<file path="config.mk">
export PLATFORM = sky130hd
export DESIGN_NAME = static_burst_write
export DESIGN_NICKNAME = d
export VERILOG_FILES = /design/src/write_skid_buffer.v /design/src/static_burst_write.v
export VERILOG_INCLUDE_DIRS = /design/src
export SDC_FILE = /design/constraint.sdc
export NUM_CORES = 1
export LEC_CHECK = 0
export BUFFER_PORTS_ARGS = -buffer_cell sky130_fd_sc_hd__buf_2
export CAP_MARGIN = 20
export CORE_MARGIN = 3
export CORE_UTILIZATION = 50
export CTS_CLUSTER_DIAMETER = 50
export DETAILED_ROUTE_END_ITERATION = 12
export PLACE_DENSITY = 0.84
export SYNTH_ARGS = -nofsm -noshare
export SYNTH_HDL_FRONTEND = slang
export SYNTH_SLANG_ARGS = --single-unit
</file>
<file path="constraint.sdc">
create_clock -name clk -period 5.9 [get_ports clk]
set_clock_uncertainty 0.2 [all_clocks]
set_input_delay 0.295 -clock clk [delete_from_list [all_inputs] [get_ports clk]]
set_output_delay 0.295 -clock clk [all_outputs]
set_load 0.02 [all_outputs]
</file>
<file path="src/static_burst_regs.vh">
`ifndef STATIC_BURST_REGS_VH
`define STATIC_BURST_REGS_VH

// bus clock period in ns
`define SBW_CLK_PERIOD_NS 10
// burst length limits, in bus cycles
`define SBW_BURST_MIN 3'h2
`define SBW_BURST_MAX 3'h4
// default pin widths
`define SBW_ADDR_W 28
`define SBW_DATA_W 32
`define SBW_WAIT_W 4
// buffer depth in words
`define SBW_BUF_DEPTH 2
// bit positions inside a buffered word
`define SBW_FLD_WORD 0
`define SBW_FLD_HALF 1
`define SBW_FLD_DATA_LSB 2
// pin reset levels
`define SBW_RST_STROBE_N 1'b1
`define SBW_RST_SELECT_N 1'b1
`define SBW_RST_DIR 1'b0
`define SBW_RST_READY 1'b1

`endif

</file>
<file path="src/write_skid_buffer.v">
`timescale 1ns/10ps
`default_nettype none

module write_skid_buffer #(
  parameter WIDTH = 62,
  parameter DEPTH = 2
) (
  input wire clk, // bus clock
  input wire rst, // async reset, active high
  input wire ce, // clock enable, freezes state when low
  input wire in_valid, // producer offers a word
  output reg in_ready, // room for a word, registered
  input wire [WIDTH-1:0] in_data, // word from producer
  output wire out_valid, // a word is waiting
  input wire out_ready, // consumer takes the head word
  output wire [WIDTH-1:0] out_data // head word
);

  reg [WIDTH-1:0] mem [0:DEPTH-1];
  reg [1:0] wr_ptr_reg;
  reg [1:0] rd_ptr_reg;
  reg [2:0] count_reg;
  reg [2:0] count_next;
  wire push;
  wire pop;

  ////////////////////////////////////////////////////////////////////////
  // handshakes; ready is a flop so a stalled consumer stops the producer
  assign push = in_valid && in_ready;
  assign pop = out_valid && out_ready;
  assign out_valid = (count_reg != 3'h0);
  assign out_data = mem[rd_ptr_reg[0]];

  always @* begin
    count_next = count_reg;
    if (push && !pop) begin
      count_next = count_reg + 3'h1;
    end else if (pop && !push) begin
      count_next = count_reg - 3'h1;
    end
  end

  ////////////////////////////////////////////////////////////////////////
  // pointers wrap on the power-of-two depth
  always @(posedge clk or posedge rst) begin
    if (rst) begin
      wr_ptr_reg <= 2'h0;
      rd_ptr_reg <= 2'h0;
      count_reg <= 3'h0;
      in_ready <= 1'b1;
    end else if (ce) begin
      if (push) begin
        wr_ptr_reg <= wr_ptr_reg + 2'h1;
      end
      if (pop) begin
        rd_ptr_reg <= rd_ptr_reg + 2'h1;
      end
      count_reg <= count_next;
      in_ready <= (count_next != DEPTH[2:0]);
    end
  end

  // storage has no reset; only valid entries are ever read
  always @(posedge clk) begin
    if (ce && push) begin
      mem[wr_ptr_reg[0]] <= in_data;
    end
  end

endmodule

`default_nettype wire

</file>
<file path="src/static_burst_write.v">
`timescale 1ns/10ps
`default_nettype none
`include "static_burst_regs.vh"

module static_burst_write #(
  parameter ADDR_W = `SBW_ADDR_W,
  parameter DATA_W = `SBW_DATA_W,
  parameter WAIT_W = `SBW_WAIT_W
) (
  input wire clk, // expansion bus clock
  input wire rst, // async reset, active high
  input wire ce, // clock enable
  input wire [2:0] burst_len, // programmed burst length, 2..4
  input wire [WAIT_W-1:0] wait_states, // programmed wait states per cycle
  input wire wr_valid, // write word offered
  output wire wr_ready, // write word accepted, registered in buffer
  input wire [ADDR_W-1:0] wr_addr, // byte address
  input wire [DATA_W-1:0] wr_data, // write data
  input wire wr_halfword, // halfword access
  input wire wr_word, // word access
  input wire expansion_ready_in, // ready from external device, asynchronous
  output reg [ADDR_W-1:0] addr_out, // address pins
  output reg [DATA_W-1:0] data_out, // data pins, output half
  output reg data_oe, // data pins driven
  output reg halfword_out, // halfword select pin
  output reg word_out, // word select pin
  output reg write_dir, // transfer direction, high for write
  output reg memory_write_strobe_n, // write strobe, active low
  output reg chip_select_n, // chip select, active low
  output reg burst_done // one-clock pulse at end of burst
);

  localparam ST_IDLE = 1'b0;
  localparam ST_ACCESS = 1'b1;
  localparam BUF_W = ADDR_W + DATA_W + 2;

  reg state_reg;
  reg [2:0] beat_reg;
  reg [2:0] len_reg;
  reg [WAIT_W-1:0] wait_cnt_reg;
  reg ready_meta_reg;
  reg ready_sync_reg;
  reg pop;
  wire head_valid;
  wire [BUF_W-1:0] head;
  wire beat_free;

  // keep the programmed length inside the legal range
  function [2:0] clamp_len;
    input [2:0] len;
    begin
      if (len < `SBW_BURST_MIN) begin
        clamp_len = `SBW_BURST_MIN;
      end else if (len > `SBW_BURST_MAX) begin
        clamp_len = `SBW_BURST_MAX;
      end else begin
        clamp_len = len;
      end
    end
  endfunction

  // address field of a buffered word
  function [ADDR_W-1:0] field_addr;
    input [BUF_W-1:0] w;
    begin
      field_addr = w[BUF_W-1 -: ADDR_W];
    end
  endfunction

  // data field of a buffered word
  function [DATA_W-1:0] field_data;
    input [BUF_W-1:0] w;
    begin
      field_data = w[`SBW_FLD_DATA_LSB +: DATA_W];
    end
  endfunction

  // halfword select of a buffered word
  function field_half;
    input [BUF_W-1:0] w;
    begin
      field_half = w[`SBW_FLD_HALF];
    end
  endfunction

  // word select of a buffered word
  function field_word;
    input [BUF_W-1:0] w;
    begin
      field_word = w[`SBW_FLD_WORD];
    end
  endfunction

  ////////////////////////////////////////////////////////////////////////
  // two-entry buffer so a stalled bus loses no offered word
  write_skid_buffer #(
    .WIDTH(BUF_W),
    .DEPTH(`SBW_BUF_DEPTH)
  ) u_buf (
    .clk(clk),
    .rst(rst),
    .ce(ce),
    .in_valid(wr_valid),
    .in_ready(wr_ready),
    .in_data({wr_addr, wr_data, wr_halfword, wr_word}),
    .out_valid(head_valid),
    .out_ready(pop),
    .out_data(head)
  );

  ////////////////////////////////////////////////////////////////////////
  // first stage catches ready on the falling edge ahead of the transfer
  always @(negedge clk or posedge rst) begin
    if (rst) begin
      ready_meta_reg <= `SBW_RST_READY;
    end else if (ce) begin
      ready_meta_reg <= expansion_ready_in;
    end
  end

  // second stage settles it; only this stage is looked at
  // the pair costs about one and a half clocks of ready latency
  always @(posedge clk or posedge rst) begin
    if (rst) begin
      ready_sync_reg <= `SBW_RST_READY;
    end else if (ce) begin
      ready_sync_reg <= ready_meta_reg;
    end
  end

  ////////////////////////////////////////////////////////////////////////
  // waits done and device ready: the current beat may end
  assign beat_free = (wait_cnt_reg == {WAIT_W{1'b0}}) && ready_sync_reg;

  // take the head word at each cycle start
  always @* begin
    pop = 1'b0;
    case (state_reg)
      ST_IDLE: begin
        pop = head_valid;
      end
      ST_ACCESS: begin
        // next beat starts only once wait states and ready both let go
        if (beat_free) begin
          pop = head_valid && (beat_reg < len_reg);
        end
      end
      default: begin
        pop = 1'b0;
      end
    endcase
  end

  ////////////////////////////////////////////////////////////////////////
  // cycle sequencer; stretching happens only at clock edges
  // a beat lasts one clock plus waits plus one per ready-low look
  always @(posedge clk or posedge rst) begin
    if (rst) begin
      state_reg <= ST_IDLE;
      beat_reg <= 3'h0;
      len_reg <= `SBW_BURST_MIN;
      wait_cnt_reg <= {WAIT_W{1'b0}};
      addr_out <= {ADDR_W{1'b0}};
      data_out <= {DATA_W{1'b0}};
      data_oe <= 1'b0;
      halfword_out <= 1'b0;
      word_out <= 1'b0;
      write_dir <= `SBW_RST_DIR;
      memory_write_strobe_n <= `SBW_RST_STROBE_N;
      chip_select_n <= `SBW_RST_SELECT_N;
      burst_done <= 1'b0;
    end else if (ce) begin
      burst_done <= 1'b0;
      case (state_reg)
        ST_IDLE: begin
          if (head_valid) begin
            // length is latched so a mid-burst change cannot split a burst
            len_reg <= clamp_len(burst_len);
            beat_reg <= 3'h1;
            wait_cnt_reg <= wait_states;
            addr_out <= field_addr(head);
            data_out <= field_data(head);
            halfword_out <= field_half(head);
            word_out <= field_word(head);
            write_dir <= 1'b1;
            data_oe <= 1'b1;
            memory_write_strobe_n <= 1'b0;
            chip_select_n <= 1'b0;
            state_reg <= ST_ACCESS;
          end
        end
        ST_ACCESS: begin
          if (wait_cnt_reg != {WAIT_W{1'b0}}) begin
            // programmed waits run before ready is considered
            wait_cnt_reg <= wait_cnt_reg - {{(WAIT_W-1){1'b0}}, 1'b1};
          end else if (!ready_sync_reg) begin
            // device not ready: hold one more clock and look again
            state_reg <= ST_ACCESS;
          end else if (pop) begin
            // back-to-back beat, strobe and select stay asserted
            beat_reg <= beat_reg + 3'h1;
            wait_cnt_reg <= wait_states;
            addr_out <= field_addr(head);
            data_out <= field_data(head);
            halfword_out <= field_half(head);
            word_out <= field_word(head);
          end else begin
            // burst over; strobe and select rise, the other pins keep their last values until the next cycle
            memory_write_strobe_n <= 1'b1;
            chip_select_n <= 1'b1;
            burst_done <= 1'b1;
            state_reg <= ST_IDLE;
          end
        end
        default: begin
          state_reg <= ST_IDLE;
        end
      endcase
    end
  end

endmodule

`default_nettype wire

</file>
==> summary.md <==
| Metric | Value |
|---|---|
| Grt ovf | `0` |
| Critical-path maximum fanout | `2` |
| Clk root buf | `clkbuf_16` |
| Die area | `17,300 sq um` |
| Die Ht | `132 um` |
| CP max-delay cell | `dfstp_2` |
| H-tree Lvls | `1` |
| Hold EP | `wait_cnt_reg[3]` |
| Largest net degree at the start of global routing | `77` |
| Xor/xnor share of the synthesized area | `0.555%` |
| CTS clk-pin slew, worst paths | `0.06 ns` |
| Fin nets | `832` |
| Final setup margin | `2.00 ns` |
| Power share of the sequential group | `42.5%` |
| Max incr delay on CP | `0.51 ns` |
| Switch Pwr | `1.73 mW` |
| Switching portion of total power | `33.8%` |
| Synth Area in Compound Gates | `6.83%` |
| Async S/R FF share, synth | `40.4%` |
| #FFs+latches synth | `208` |
| Data required, critical path | `6.14 ns` |
| Endpoint class of the critical path | `register` |
| Layout cells sized above 1 | `27.0%` |
| Max cap viols | `0` |
| # clock sinks | `208` |
| Comb pwr share | `29.0%` |
| Sequential area share after synthesis | `73.9%` |
| Reg-to-Reg End | `ready_sync_reg` |
| CP startpoint | `ready_meta_reg` |
| Synth cell types | `47` |
| TritonRoute pass-1 iters | `4` |
| Top delay family on crit path | `flip-flops` |
| First-pass GRT wire length | `26.6 mm` |
| Worst slew margin | `38.3%` |
| 1st-iter DRT viols | `259` |
| EDFF count, synth | `124` |
| Synth Warn # | `0` |
| # setup viols final | `0` |
| Fin. max-slew vios | `0` |
| Starting Density | `51.5%` |
| Fin. Hold Viols | `0` |
| Worst Tran Pin Value | `0.923 ns` |
| RSZ-0062 raised after global routing | `false` |
| Buf+Inv Stages, Crit Path | `0` |
| Pint | `3.40 mW` |
| Port Buffer Count | `141` |
| Post-Syn Instances | `536` |
| Die X-Extent | `132 um` |
| Worst Path Arrival | `4.14 ns` |
| Clock power frac | `28.5%` |
| Tot GR Track Use | `18.8%` |
| Post-CTS Setup Inserts | `0` |
| Mean Syn Cell Area | `14.7 sq um` |
| Row cnt | `45` |
| Inserted Diodes | `0` |
| Vias | `4,973` |
| Max reg flops | `124` |
| Synth Area in Simple Gates | `6.49%` |
| Multiplexer share of the synthesized area | `8.48%` |
| TNS Setup | `0 ns` |
| Largest family of logic cells by synthesized area | `multiplexers` |
| CTS tree | `yes` |
| CP cell instances | `mux2_2` |
| Area Overhead vs Synth | `30.5%` |
| Status | `finished, final reports clean` |
| Clock Path Buffers | `3` |
| Worst vdd ir | `0.346 mV` |
| DP HPWL | `10.1 mm` |
| Vias in the first global route | `5,462` |
| RePlAce Congestion | `0.808` |
| Pleak | `4.43 nW` |
| Syn Nets | `618` |
| Critical path launch point type | `register` |
| DRC Markers | `0` |
| Worst-Skew Late Latency | `0.55 ns` |
| Pwr dens | `498 nW/um^2` |
| Post-DR wirelength/cell | `16.7 um` |
| Vias per cell | `5.08` |
| Initial antenna violation count | `0` |
| Reg2Reg Setup Slack | `2.00 ns` |
| Synth Area in Adders | `1.27%` |
| WHS Path Cells | `4` |
| Post-synthesis instance area | `7890 sq um` |
| ANT nets after route | `0` |
| R2r startpoint | `ready_meta_reg` |
| Cells on worst reg2reg path | `1` |
| Core area | `15,300 sq um` |
| Io pins | `142` |
| Final wirelength | `16.4 mm` |
| Clock buffer count from CTS | `24` |
| Hold_sp | `wait_states[3]` |
| Most common cell after layout, fill and taps aside | `buf_2` |
| Placement Setup Slack | `1.67 ns` |
| Top FF cell, synth | `edfxtp_1` |
| Highest-count cells in the layout ignoring fill and taps | `buf_2, edfxtp_1, nand2_1` |
| Fillers | `1,056` |
| Crit Path Class | `register to register` |
| HP Class | `input pin to register` |
-- worst max-delay path by stage --
stage                     endpoint  cells after the start  slack, ns
global route        ready_meta_reg                      3       1.95
detailed placement  ready_meta_reg                      2       1.67
finish              ready_sync_reg                      1       2.00
floorplan           ready_meta_reg                      1       0.84
global placement    ready_meta_reg                      2       1.70
CTS                 ready_meta_reg                      3       2.00
-- what timing repair did --
item,in CTS,in global routing
hold endpoints to repair,161,0
resized for setup,0,0
hold buffers,69,0
-- cell usage after synthesis (3+ instances only) --
master    number  share of area [%]
a21oi_1        7               0.44
nand2_1       79                3.8
mux2i_1       62                7.9
o21ai_2        3               0.33
dfrtp_1       79                 25
edfxtp_1     124                 47
dfstp_2        5                1.7
mux2_2         3               0.43
xnor2_1        4               0.44
a31oi_1        3               0.24
buf_6          5               0.71
o21ai_1       21                1.3
and3_1         4               0.32
ha_1           8                1.3
inv_1         10               0.48
o21ai_0       53                3.4
nor2_1        11               0.52
buf_4          4               0.38
clkbuf_1      14               0.67
-- routing by layer --
metal / wire, um / GRT usage, % / share of wire [%]
met1: 6460 / 21.4 / 39
met2: 8930 / 35.0 / 55
met3: 613 / 3.75 / 3.7
met4: 365 / 6.65 / 2.2
met5: 0 / 0 / 0
-- cells by family (layout without fill, tap and decap cells) --
logic type,Yosys count,in the layout
flops,208,208
simple gates,115,115
compound gates,97,97
mux,66,66
buf+inv,37,269
fa+ha+maj,8,8
xor+xnor,5,5
-- per-stage QoR --
stage / hold WS, ns / util (%) / instance area [sq um] / power [mW] / instances
final: 0.0179 / 67.2 / 10300 / 5.13 / 979
after detailed placement: 0.172 / 57.2 / 8760 / 3.64 / 865
after global placement: 0.166 / 57.2 / 8760 / 3.54 / 865
after CTS: 0.00435 / 67.1 / 10300 / 5.15 / 978
after floorplan: 0.194 / - / 7890 / 3.17 / 536
after global routing: 0.0337 / 67.2 / 10300 / 5.41 / 979
-- power groups by stage --
stage	clock (mW)	combinational, mW	sequential, mW
floorplan	0.00212	0.809	2.36
global placement	0.00212	1.30	2.23
detailed placement	0.00212	1.38	2.26
CTS	1.49	1.42	2.24
global route	1.56	1.63	2.22
finish	1.46	1.49	2.18
-- final cells by class --
type	count	area [sq um]	area share (%)
multi-input combinational	291	1890	18.3
inverter	9	35.0	0.340
clock inverter	10	110	1.07
clock buffer	35	713	6.93
timing repair buffer	215	1450	14.1
sequential	208	5840	56.7
tap	211	264	2.56
No activity file was read; power rests on OpenSTA's default activity.
